## src/include/stoc_defines.vh

```
`ifndef STOC_DEFINES_VH
`define STOC_DEFINES_VH

// ****************************************
// Timer state codes
// ****************************************
`define STOC_ST_CLEARED   3'h0
`define STOC_ST_RUNNING   3'h1
`define STOC_ST_HALTED    3'h2
`define STOC_ST_RESTART   3'h3
`define STOC_ST_COMPLETE  3'h4

// ****************************************
// Trigger field: bit 3 inverts, bits 2:0 name a state
// ****************************************
`define STOC_TRIG_INV_BIT 3
`define STOC_TRIG_RST     4'h0

// ****************************************
// Register offsets (byte addresses)
// ****************************************
`define STOC_REG_STAT_CFG  4'h0
`define STOC_REG_STAT_DLY  4'h4
`define STOC_REG_CTL1_CFG  4'h8
`define STOC_REG_CTL1_DLY  4'hC
`define STOC_REG_STATUS    4'h2

// ****************************************
// Config fields: [0] enable, [7:4] on trig, [11:8] off trig
// ****************************************
`define STOC_CFG_EN_BIT    0
`define STOC_CFG_ON_LSB    4
`define STOC_CFG_OFF_LSB   8

// ****************************************
// Timing
// ****************************************
`define STOC_CLK_HZ        200000000
`define STOC_DLY_MAX_S     32400
`define STOC_DLY_RST       16'h0000

`endif

```

## src/rtl/stoc_output_chan.v

```verilog
`timescale 1ns/10ps
`include "stoc_defines.vh"

module stoc_output_chan #(
    parameter TICKS_PER_S = `STOC_CLK_HZ
) (
    // Clock and reset
    input  wire        clk,
    input  wire        reset_n,
    // Timer state entry
    input  wire        enter,
    input  wire [2:0]  state,
    // Settings
    input  wire        enable,
    input  wire [3:0]  on_trig,
    input  wire [3:0]  off_trig,
    input  wire [15:0] on_delay,
    // Result
    output reg         out_r,
    output reg         pending_r
);

    reg  [31:0] tick_r;
    reg  [15:0] secs_r;
    wire        on_hit;
    wire        off_hit;

    // Inverted form matches any state other than the named one.
    assign on_hit  = enter & ((on_trig[2:0] == state) ^ on_trig[`STOC_TRIG_INV_BIT]);
    assign off_hit = enter & ((off_trig[2:0] == state) ^ off_trig[`STOC_TRIG_INV_BIT]);

    // ****************************************
    // Edge-set, edge-cleared output
    // ****************************************
    always @(posedge clk or negedge reset_n) begin
        if (!reset_n) begin
            out_r     <= 1'b0;
            pending_r <= 1'b0;
            tick_r    <= 32'h00000000;
            secs_r    <= 16'h0000;
        end else if (!enable) begin
            // Settings are left alone; only the output state is dropped.
            out_r     <= 1'b0;
            pending_r <= 1'b0;
        end else if (off_hit) begin
            out_r     <= 1'b0;
            pending_r <= 1'b0;
        end else if (on_hit) begin
            if (on_delay == 16'h0000) begin
                out_r <= 1'b1;
            end else begin
                pending_r <= 1'b1;
                tick_r    <= 32'h00000000;
                secs_r    <= 16'h0000;
            end
        end else if (pending_r) begin
            if (tick_r == TICKS_PER_S - 1) begin
                tick_r <= 32'h00000000;
                if (secs_r + 16'h0001 >= on_delay) begin
                    out_r     <= 1'b1;
                    pending_r <= 1'b0;
                end
                secs_r <= secs_r + 16'h0001;
            end else begin
                tick_r <= tick_r + 32'h00000001;
            end
        end
        // Otherwise the output holds across other state changes.
    end

endmodule

```

## src/rtl/stoc_top.v

```verilog
`timescale 1ns/10ps
`include "stoc_defines.vh"

module stoc_top #(
    parameter TICKS_PER_S = `STOC_CLK_HZ
) (
    // Clock and reset
    input  wire        clk,
    input  wire        reset_n,
    // Timer core state
    input  wire [2:0]  timer_state,
    // Wishbone slave
    input  wire        wb_cyc_i,
    input  wire        wb_stb_i,
    input  wire        wb_we_i,
    input  wire [3:0]  wb_adr_i,
    input  wire [3:0]  wb_sel_i,
    input  wire [31:0] wb_dat_i,
    output reg  [31:0] wb_dat_o,
    output reg         wb_ack_o,
    // Outputs and annunciators
    output wire        status_out,
    output wire        ctrl1_out,
    output wire        status_lamp,
    output wire        ctrl1_lamp
);

    reg  [11:0] stat_cfg_r;
    reg  [15:0] status_on_delay_r;
    reg  [11:0] ctl1_cfg_r;
    reg  [15:0] ctrl1_on_delay_r;
    reg  [2:0]  prev_state_r;
    reg         started_r;
    wire        enter;
    wire        stat_pend;
    wire        ctl1_pend;
    wire        wb_req;
    wire [31:0] rd_nxt;

    // ****************************************
    // State entry detection
    // ****************************************
    // The first sample after reset counts as entering the current state.
    assign enter = !started_r || (timer_state != prev_state_r);

    always @(posedge clk or negedge reset_n) begin
        if (!reset_n) begin
            prev_state_r <= `STOC_ST_CLEARED;
            started_r    <= 1'b0;
        end else begin
            prev_state_r <= timer_state;
            started_r    <= 1'b1;
        end
    end

    // ****************************************
    // Wishbone register file
    // ****************************************
    assign wb_req = wb_cyc_i & wb_stb_i & ~wb_ack_o;

    always @(posedge clk or negedge reset_n) begin
        if (!reset_n) begin
            stat_cfg_r        <= 12'h000;
            status_on_delay_r <= `STOC_DLY_RST;
            ctl1_cfg_r        <= 12'h000;
            ctrl1_on_delay_r  <= `STOC_DLY_RST;
        end else if (wb_req && wb_we_i && wb_adr_i[3]) begin
            // Upper word bank: control output 1.
            if (wb_adr_i == `STOC_REG_CTL1_CFG) begin
                if (wb_sel_i[0]) ctl1_cfg_r[7:0]  <= wb_dat_i[7:0];
                if (wb_sel_i[1]) ctl1_cfg_r[11:8] <= wb_dat_i[11:8];
            end else if (wb_adr_i == `STOC_REG_CTL1_DLY) begin
                if (wb_sel_i[0]) ctrl1_on_delay_r[7:0]  <= wb_dat_i[7:0];
                if (wb_sel_i[1]) ctrl1_on_delay_r[15:8] <= wb_dat_i[15:8];
            end
        end else if (wb_req && wb_we_i) begin
            if (wb_adr_i == `STOC_REG_STAT_CFG) begin
                if (wb_sel_i[0]) stat_cfg_r[7:0]  <= wb_dat_i[7:0];
                if (wb_sel_i[1]) stat_cfg_r[11:8] <= wb_dat_i[11:8];
            end else if (wb_adr_i == `STOC_REG_STAT_DLY) begin
                if (wb_sel_i[0]) status_on_delay_r[7:0]  <= wb_dat_i[7:0];
                if (wb_sel_i[1]) status_on_delay_r[15:8] <= wb_dat_i[15:8];
            end
        end
    end

    // Reads: offsets 0/4/8/C return settings and the status offset returns live state.
    // Every other offset reads zero so software can probe the map safely.
    assign rd_nxt =
        (wb_adr_i == `STOC_REG_STAT_CFG) ? {20'h00000, stat_cfg_r} :
        (wb_adr_i == `STOC_REG_STAT_DLY) ? {16'h0000, status_on_delay_r} :
        (wb_adr_i == `STOC_REG_CTL1_CFG) ? {20'h00000, ctl1_cfg_r} :
        (wb_adr_i == `STOC_REG_CTL1_DLY) ? {16'h0000, ctrl1_on_delay_r} :
        (wb_adr_i == `STOC_REG_STATUS) ? {25'h0000000, prev_state_r, ctl1_pend, stat_pend,
                              ctrl1_out, status_out} :
        32'h00000000;

    always @(posedge clk or negedge reset_n) begin
        if (!reset_n) begin
            wb_ack_o <= 1'b0;
            wb_dat_o <= 32'h00000000;
        end else begin
            wb_ack_o <= wb_req;
            if (wb_req && !wb_we_i) begin
                wb_dat_o <= rd_nxt;
            end
        end
    end

    // ****************************************
    // Output channels
    // ****************************************
    stoc_output_chan #(
        .TICKS_PER_S (TICKS_PER_S)
    ) u_status (
        .clk       (clk),
        .reset_n   (reset_n),
        .enter     (enter),
        .state     (timer_state),
        .enable    (stat_cfg_r[`STOC_CFG_EN_BIT]),
        .on_trig   (stat_cfg_r[7:4]),
        .off_trig  (stat_cfg_r[11:8]),
        .on_delay  (status_on_delay_r),
        .out_r     (status_out),
        .pending_r (stat_pend)
    );

    // Control output 1 reuses the identical channel logic.
    stoc_output_chan #(
        .TICKS_PER_S (TICKS_PER_S)
    ) u_ctrl1 (
        .clk       (clk),
        .reset_n   (reset_n),
        .enter     (enter),
        .state     (timer_state),
        .enable    (ctl1_cfg_r[`STOC_CFG_EN_BIT]),
        .on_trig   (ctl1_cfg_r[7:4]),
        .off_trig  (ctl1_cfg_r[11:8]),
        .on_delay  (ctrl1_on_delay_r),
        .out_r     (ctrl1_out),
        .pending_r (ctl1_pend)
    );

    assign status_lamp = status_out;
    assign ctrl1_lamp  = ctrl1_out;

endmodule

```

## config.mk

```make
export PLATFORM = sky130hd
export DESIGN_NAME = stoc_top
export DESIGN_NICKNAME = d
export VERILOG_FILES = /design/src/rtl/stoc_output_chan.v /design/src/rtl/stoc_top.v
export VERILOG_INCLUDE_DIRS = /design/src /design/src/include
export SDC_FILE = /design/constraint.sdc
export NUM_CORES = 1
export LEC_CHECK = 0
export BUFFER_PORTS_ARGS = -buffer_cell sky130_fd_sc_hd__buf_2
export CAP_MARGIN = 20
export CORE_MARGIN = 2
export CORE_UTILIZATION = 40
export CTS_CLUSTER_SIZE = 24
export DETAILED_ROUTE_END_ITERATION = 10
export GPL_ROUTABILITY_DRIVEN = 0
export PLACE_DENSITY = 0.68
export SLEW_MARGIN = 20
export SYNTH_ARGS = -nofsm -noshare
export SYNTH_HDL_FRONTEND = slang
export SYNTH_SLANG_ARGS = --single-unit
```

## constraint.sdc

```tcl
create_clock -name clk -period 3.6 [get_ports clk]
set_input_delay 0.72 -clock clk [delete_from_list [all_inputs] [get_ports clk]]
set_output_delay 0.72 -clock clk [all_outputs]
set_load 0.005 [all_outputs]
```

==> results of run 1 <==
routing by layer:
layer / vias up / global-route usage / routed length [um]
li1: 4175 / - / -
met4: 2 / 0.0735 / 669
met1: 4335 / 0.270 / 12400
met2: 259 / 0.306 / 12600
met3: 43 / 0.0307 / 1370
met5: - / 0 / 14
power breakdown:
part	switching (mW)	total (mW)	internal, mW
logic	0.450	0.738	0.288
clock network	0.950	1.92	0.965
registers	0.136	2.24	2.10
total	1.54	4.89	3.36
worst max-delay path by stage:
stage,from,to,slack [ns],cells past startpoint
after global placement,timer_state[2],u_ctrl1.tick_r[28],0.40,8
final,u_status.secs_r[0],u_status.out_r,0.50,12
after floorplan,timer_state[2],u_ctrl1.tick_r[10],0.57,8
after detailed placement,timer_state[2],u_ctrl1.tick_r[28],0.35,8
after CTS,u_ctrl1.secs_r[2],u_ctrl1.pending_r,0.47,11
after global routing,u_status.secs_r[0],u_status.out_r,0.17,12
per-stage QoR:
step           instances  power (mW)  setup slack, ns  instance area (um^2)  hold WS (ns)
2_1_floorplan       1135        2.72            0.566                 10700         0.424
6_report            1507        4.89            0.498                 11900         0.300
4_1_cts             1506        4.92            0.472                 11900         0.334
3_5_place_dp        1474        3.01            0.345                 11300         0.463
5_1_grt             1507        5.11            0.168                 11900         0.351
3_3_place_gp        1474        2.98            0.397                 11300         0.456
Yosys cell counts (13+ instances only):
cell type / number / area [um^2]
nand4_1: 30 / 188
nand2_1: 80 / 300
xor2_1: 17 / 149
inv_1: 46 / 173
nand3_1: 49 / 245
clkbuf_1: 55 / 206
o41ai_1: 13 / 114
dfrtp_1: 177 / 4430
o21ai_0: 51 / 255
mux2_2: 57 / 642
buf_4: 18 / 135
xnor2_1: 69 / 604
o31ai_1: 32 / 240
and4_1: 13 / 114
nor3_1: 15 / 75.1
and3_1: 28 / 175
nor2_1: 86 / 323
ha_1: 36 / 450
nor4_1: 63 / 394
a21oi_1: 19 / 95.1
layout make-up:
type | instances | share of cell area
Sequential cell | 177 | 0.371
Timing Repair Buffer | 83 | 0.0444
Clock inverter | 14 | 0.0149
Antenna cell | 1 | 0.000210
Clock buffer | 18 | 0.0368
Inverter | 46 | 0.0145
Tap cell | 335 | 0.0351
Multi-Input combinational cell | 833 | 0.483
sequential cells by signal, indices dropped and copies added, names as in the netlist:
name,count
u_status.out_r,1
prev_state_r,3
u_ctrl1.out_r,1
wb_dat_o,16
started_r,1
u_ctrl1.pending_r,1
ctrl1_on_delay_r,16
u_status.pending_r,1
status_on_delay_r,16
stat_cfg_r,12
ctl1_cfg_r,12
u_ctrl1.tick_r,32
u_ctrl1.secs_r,16
u_status.secs_r,16
wb_ack_o,1
u_status.tick_r,32
cells by family after synthesis:
logic type | count (synthesis) | share of synthesized area
xor+xnor | 86 | 0.0708
buf+inv | 125 | 0.0515
fa+ha+maj | 36 | 0.0423
compound gates | 198 | 0.130
mux | 68 | 0.0707
other cells | 2 | 0.000706
simple gates | 428 | 0.218
flops | 177 | 0.416
critical path, delay by kind of cell (launching register included):
kind | cells | cell delay [ns]
AO/OA/AOI/OAI | 5 | 1.03
AND/OR/NAND/NOR | 3 | 0.67
adder cells (fa/ha/maj) | 2 | 0.56
flip-flops | 1 | 0.45
XOR/XNOR | 1 | 0.17
buffers and inverters | 1 | 0.09
cells in the final DEF (no fill, tap or decap), types with 7 or more instances in the layout:
cell type and count:
a31o_2 7, nand2b_1 9, inv_1 46, a21oi_1 19, o21bai_1 7, and3_1 28, nor4_1 62, o31ai_1 32
nor3_1 13, or4_1 7, conb_1 17, a31oi_1 8, o21a_1 7, or3_1 9, a22o_1 11, nor2_1 85
o41ai_1 13, nand2_1 80, nand3_1 49, buf_2 49, dfrtp_1 177, and4_1 13, nor4b_1 7, a21o_1 12
buf_4 31, xor2_1 17, mux2i_1 11, mux2_2 57, ha_1 36, o21ai_0 51, nand4_1 30, clkbuf_16 17
xnor2_1 69
==> impl_metrics.ini, run 1 <==
[run_status]
status = completed

[cells_and_area]
multiInputGateArea_um2 = 5760
drive_gt1_frac = 0.167
final_util = 0.458
seqCellArea_um2 = 4430
fillerInstances = 2431
syn2layout_area_growth_pct = 12.1
finalNetCount = 1242

[floorplan]
die-area_um2 = 27900
rows = 59
die_y_um = 167
dieWidth_um = 167
core-area_um2 = 26100
start_util = 0.408
io_pins = 85

[worst_setup_path]
startpoint_type = register
cpMaxStageDelayCell = dfrtp_1
path_cells = ha_1 -> nand3_1 -> nor3_1 -> and3_1 -> xnor2_1 -> inv_1 -> ha_1 -> a21o_1 -> a21oi_1 -> o311ai_0 -> a211oi_1 -> o22ai_1
r2r-end = u_status.out_r
crit_fanout = 6
path_common_cell = ha_1
end_kind = register
worstRegToRegCells = 12
crit_required_ns = 3.91
rrSetupSlack_ns = 0.50
reg2reg_from = u_status.secs_r[0]
crit_arrival_ns = 3.41
critPathKind = reg -> reg
critPathMaxStageDelay_ns = 0.45

[routing]
routed_via_density = 5.85
drt_first_pass_iters = 6
wl_mm = 27.1
vias = 8814
drc = 0
drt-wirelength-per-cell_um = 18.0
ant_nets = 0
initialDrtViolationCount = 809

[logic_synthesis]
synth_cell_type_count = 65
ys_async_sr_fraction = 1.00
synth-edff-count = 0
synth_warnings = 0
avgSynthCellArea_um2 = 9.50
synth_seq_cells = 177
dominantRegCellSynth = dfrtp_1
syn-cell-area_um2 = 10600
ys_seq_area_frac = 0.416
syn_inst = 1120

[timing]
finalMaxSlewViolations = 0
rsz0062_at_grt = no
fin_crit_ns = 3.10
setup-violations-final = 0
period_share = 0.862
fmax_mhz = 322
slew_headroom = 0.487
clock_skew_ns = 0.0183
hold_viol = 0
worst_pin_slew_ns = 0.768
finalSetupTns_ns = 0

[cts]
cts_tree = built
cts_max_level = 4
hold_buffers = 0
cts_root_buffer = clkbuf_16
clk_latency_ns = 0.45
post_cts_buffers = 0
cts.sinks = 177
postCtsResizedCells = 0
clock_path_buffers = 2
cts.clk_slew.worst_paths_ns = 0.07
cts_buffers = 17

[global_routing]
antenna_found_initial = 2
grt_pass1_vias = 8473
grt-ovfl-total = 0
grt_first_pass_wirelength_mm = 44.2
grt_use_total = 0.194
grt_max_degree = 73

[flow_run]
drv_cap = 0

[worst_hold_path]
hold_class = in -> async

[power_and_ir_drop]
p_leak_nw = 5.07
peakVddDrop_v = 0.000309
powerDensity_nw_per_um2 = 410

[placement]
dp_hpwl_mm = 19.3
port-buffer-count = 50
(Power assumes the default switching activity.)
==> run 2: changes to the inputs <==
--- a/config.mk
+++ b/config.mk
@@ -9,11 +9,12 @@
 export BUFFER_PORTS_ARGS = -buffer_cell sky130_fd_sc_hd__buf_2
 export CAP_MARGIN = 20
 export CORE_MARGIN = 2
-export CORE_UTILIZATION = 40
+export CORE_UTILIZATION = 50
 export CTS_CLUSTER_SIZE = 24
 export DETAILED_ROUTE_END_ITERATION = 10
 export GPL_ROUTABILITY_DRIVEN = 0
-export PLACE_DENSITY = 0.68
+export GPL_TIMING_DRIVEN = 0
+export PLACE_DENSITY = 0.79
 export SLEW_MARGIN = 20
 export SYNTH_ARGS = -nofsm -noshare
 export SYNTH_HDL_FRONTEND = slang
==> constraint.sdc (replaced) <==
create_clock -name clk -period 3.96 [get_ports clk]
set_input_delay 0.792 -clock clk [delete_from_list [all_inputs] [get_ports clk]]
set_output_delay 0.792 -clock clk [all_outputs]
set_load 0.005 [all_outputs]
==> run 2 against run 1 <==
Via count grew 4.9%. Critical path depth shrank 3. Largest cell class unchanged. Non-clock buffer count up 48. Final cell count is 0.86% lower. Critical endpoint is now u_ctrl1.tick_r[7]. Combinational power shrank 7.5%. Cell area is 0.45% higher. Critical path type is now in -> reg. Flip-flop and latch count stayed put. Power is 9.7% lower.
==> impl_metrics.ini, run 2 (same netlist as run 1, synthesis figures left out) <==
[timing]
finalSetupTns_ns = 0
fmax_mhz = 272
finalMaxSlewViolations = 0
clock_skew_ns = 0.0150
worst_pin_slew_ns = 1.11
setup-violations-final = 0
fin_crit_ns = 3.68
hold_viol = 0
rsz0062_at_grt = no
period_share = 0.929
slew_headroom = 0.256

[cells_and_area]
syn2layout_area_growth_pct = 12.6
top_regs = u_ctrl1.tick_r x32, u_status.tick_r x32
fillerInstances = 1770
finalNonFillerCells = 1494
finalNetCount = 1290
drive_gt1_frac = 0.150
layout_common_cells = dfrtp_1, nor2_1, nand2_1, xnor2_1, nor4_1
antenna_cells = 0
final_util = 0.572
final_common_cell = dfrtp_1

[routing]
drt-wirelength-per-cell_um = 18.0
wl_mm = 27.0
vias = 9250
drt_first_pass_iters = 6
drc = 0
routed_via_density = 6.19
ant_nets = 0
initialDrtViolationCount = 797

[cts]
clock_path_buffers = 2
cts_tree = built
cts_max_level = 4
cts_root_buffer = clkbuf_16
clk_latency_ns = 0.44
cts.sinks = 177
cts_buffers = 17
cts.clk_slew.worst_paths_ns = 0.07

[run_status]
status = completed

[worst_hold_path]
hold_class = in -> async

[placement]
dp_cells = 1462
dp_hpwl_mm = 19.9
port-buffer-count = 50

[worst_setup_path]
crit_fanout = 10
critPathKind = in -> reg
startpoint_type = input port
end_kind = register
crit_required_ns = 4.26
crit_arrival_ns = 3.98

[flow_run]
drv_cap = 0

[global_routing]
grt-ovfl-total = 0
grt_pass1_vias = 8704
grt_max_degree = 68
grt_first_pass_wirelength_mm = 44.2
antenna_found_initial = 0
grt_use_total = 0.246

[floorplan]
io_pins = 85
dieWidth_um = 150
die-area_um2 = 22500
start_util = 0.508
rows = 53
core-area_um2 = 21000
die_y_um = 150

[power_and_ir_drop]
totalPowerFinal_mw = 4.41
powerDensity_nw_per_um2 = 368
p_leak_nw = 5.11
peakVddDrop_v = 0.000306
==> run 2: stage by stage <==
step	area, um^2	setup WS [ns]	hold slack [ns]
floorplan	10700	0.854	0.465
global placement	11300	-0.706	0.455
detailed placement	11400	-0.236	0.461
CTS	12000	0.207	0.250
global route	12000	0.0662	0.255
finish	12000	0.280	0.240
==> run 2: final timing paths <==
| check | start | endpoint | slack (ns) | depth (start not counted) |
|---|---|---|---|---|
| setup / recovery | timer_state[2] | u_ctrl1.tick_r[7] | 0.28 | 9 |
| hold / removal | reset_n | u_status.secs_r[12] | 0.24 | 1 |
| setup reg to reg | u_status.secs_r[0] | u_status.out_r | 0.35 | 12 |
| hold reg to reg | wb_dat_o[15] | wb_dat_o[15] | 0.48 | 2 |
| max in group asynchronous | reset_n | ctrl1_on_delay_r[3] | 3.06 | 2 |
| min in group clk | wb_dat_o[15] | wb_dat_o[15] | 0.48 | 2 |
==> run 2: timing repair <==
| action | CTS | global route |
|---|---|---|
| hold buffers | 0 | 0 |
| endpoints found under the setup margin | 0 | 14 |
| buffers inserted | 0 | 0 |
| resized for setup | 0 | 1 |
| endpoints found under the hold margin | 0 | 0 |
==> run 2: routing by layer <==
| layer | wire length [um] | share of wire | track usage | vias to the layer above |
|---|---|---|---|---|
| met5 | 0 | 0 | 0 | - |
| met4 | 584 | 0.022 | 0.0807 | 0 |
| met3 | 1720 | 0.064 | 0.0341 | 48 |
| met2 | 12700 | 0.47 | 0.397 | 410 |
| met1 | 12000 | 0.44 | 0.344 | 4516 |
| li1 | - | - | - | 4276 |
==> run 2: critical path: stages <==
cell and delay, ns:
buf_2 0.12, clkbuf_1 0.36, xor2_1 0.20, or4b_2 0.81, o21ai_1 0.32, a31oi_1 0.42
nor2_2 0.43, clkbuf_1 0.42, nor2_1 0.10
==> run 2: area by class of cell <==
class / count / area (um^2) / area share
buffer: 79 / 375 / 0.0313
timing repair buffer: 52 / 315 / 0.0263
inverter: 46 / 173 / 0.0144
clock buffer: 17 / 425 / 0.0355
sequential: 177 / 4430 / 0.370
clock inverter: 15 / 184 / 0.0154
tap: 275 / 344 / 0.0287
multi-input combinational: 833 / 5730 / 0.479
==> run 2: where the power goes <==
group          internal (mW)  switching (mW)
Combinational          0.261           0.422
Sequential              1.91           0.121
Clock                  0.857           0.842
Total                   3.03            1.39
==> run 3: changes to the inputs <==
--- a/config.mk
+++ b/config.mk
@@ -15,6 +15,7 @@
 export GPL_ROUTABILITY_DRIVEN = 0
 export GPL_TIMING_DRIVEN = 0
 export PLACE_DENSITY = 0.79
+export RECOVER_POWER = 100
 export SLEW_MARGIN = 20
 export SYNTH_ARGS = -nofsm -noshare
 export SYNTH_HDL_FRONTEND = slang
==> run 3 against run 2 <==
The flow now finishes with violations (max-capacitance violations, max-slew violations). Critical path type unchanged. Highest routed layer unchanged. Clock power is essentially flat. Combinational power shrank 1%. Flip-flop and latch count is the same. Critical endpoint unchanged. Register-to-register slack is essentially flat. Worst hold slack gained 0.24 ns. Cell area shrank 0.32%.
==> impl_metrics.ini, run 3 (same netlist as run 1, synthesis figures left out) <==
[run_status]
status = finished, violations left
violations = max-capacitance violations, max-slew violations

[floorplan]
core-area_um2 = 21000
dieWidth_um = 150
io_pins = 85
rows = 53
start_util = 0.508
die-area_um2 = 22500
die_y_um = 150

[cts]
cts.sinks = 177
cts_tree = built
cts_root_buffer = clkbuf_16
clk_latency_ns = 0.44
clock_path_buffers = 2
cts.clk_slew.worst_paths_ns = 0.08
cts_buffers = 17
hold_buffers = 0
post_cts_buffers = 0
postCtsResizedCells = 0
cts_max_level = 4

[global_routing]
grt_first_pass_wirelength_mm = 44.2
grt-ovfl-total = 0
grt_max_degree = 68
antenna_found_initial = 0
grt_pass1_vias = 8704
grt_use_total = 0.246

[cells_and_area]
layout_common_cells = dfrtp_1, nor2_1, nand2_1, clkbuf_1, xnor2_1
antenna_cells = 0
fillerInstances = 1780
top_regs = u_ctrl1.tick_r x32, u_status.tick_r x32
drive_gt1_frac = 0.137
finalNonFillerCells = 1494
final_common_cell = dfrtp_1
finalNetCount = 1290
syn2layout_area_growth_pct = 12.2

[timing]
rsz0062_at_grt = no
fmax_mhz = 268
worst_pin_slew_ns = 2.86
clock_skew_ns = 0.0150
slew_headroom = -0.907
fin_crit_ns = 3.74
finalMaxSlewViolations = 47
setup-violations-final = 0
period_share = 0.944
hold_viol = 0

[power_and_ir_drop]
powerDensity_nw_per_um2 = 369
p_sw_mw = 1.38
p_leak_nw = 5.05
totalPowerFinal_mw = 4.41
p_seq_frac = 0.461
intPower_mw = 3.02
comb_power_share = 0.153
clkPwrFrac = 0.386
power_switching_share = 0.314
peakVddDrop_v = 0.000307

[routing]
initialDrtViolationCount = 848
drt-wirelength-per-cell_um = 18.0
vias = 9217
drc = 0
drt_first_pass_iters = 5
wl_mm = 26.9
ant_nets = 0
routed_via_density = 6.17

[placement]
dp_cells = 1462
dp_hpwl_mm = 19.9
port-buffer-count = 50

[worst_setup_path]
crit_fanout = 10
startpoint_type = input port
crit_required_ns = 4.26
end_kind = register
critPathKind = in -> reg
crit_arrival_ns = 4.04

[flow_run]
drv_cap = 1

[worst_hold_path]
hold_class = reg -> reg
[run 3: cell count changes in the layout (fill, tap and decap cells not counted), sizes merged]
cell / change
clkbuf: +20
buf: -20
[run 3: area by class of cell]
cell class | count | area, um^2 | area share
clock inverters | 15 | 184 | 0.0154
flip-flops and latches | 177 | 4430 | 0.371
inverters | 46 | 173 | 0.0145
well taps | 275 | 344 | 0.0288
repair buffers | 52 | 288 | 0.0241
clock buffers | 17 | 425 | 0.0356
plain buffers | 79 | 373 | 0.0312
multi-input cells | 833 | 5720 | 0.479
[run 3: layer usage]
metal,global-route usage,part of all wire,vias to the layer above
li1,-,-,4279
met1,0.344,0.44,4512
met2,0.397,0.47,377
met3,0.0341,0.062,49
met4,0.0807,0.021,0
met5,0,0,-
[run 3: path summary, 6_finish.rpt]
path,startpoint,end,slack [ns],cells past startpoint
setup reg to reg,u_status.secs_r[0],u_status.out_r,0.36,12
min in group asynchronous,reset_n,u_status.secs_r[12],1.27,1
hold reg to reg,wb_dat_o[15],wb_dat_o[15],0.48,2
max in group asynchronous,reset_n,u_ctrl1.secs_r[3],1.06,1
setup / recovery,timer_state[1],u_ctrl1.tick_r[7],0.22,9
hold / removal,wb_dat_o[15],wb_dat_o[15],0.48,2
[run 3: stage by stage]
step	hold slack, ns	setup WS [ns]	utilization	area [um^2]	setup TNS (ns)
floorplan	0.465	0.854	-	10700	0
global placement	0.455	-0.706	0.539	11300	-127.47
detailed placement	0.461	-0.236	0.542	11400	-5.35
CTS	0.250	0.207	0.571	12000	0
global route	0.522	0.0424	0.570	11900	0
finish	0.479	0.224	0.570	11900	0
[run 3: worst max-delay path, stage by stage]
cell,delay (ns)
clkbuf_1,0.19
clkbuf_1,0.38
xor2_1,0.22
or4b_2,0.78
o21ai_1,0.32
a31oi_1,0.40
nor2_2,0.42
clkbuf_1,0.42
nor2_1,0.10
[run 3: power by group through the flow]
stage | Clock (mW) | Combinational, mW | Sequential, mW
floorplan | 0 | 0.450 | 2.03
global placement | 0 | 0.644 | 2.06
detailed placement | 0 | 0.672 | 2.06
CTS | 1.72 | 0.677 | 2.03
global route | 1.79 | 0.754 | 2.05
finish | 1.70 | 0.675 | 2.03
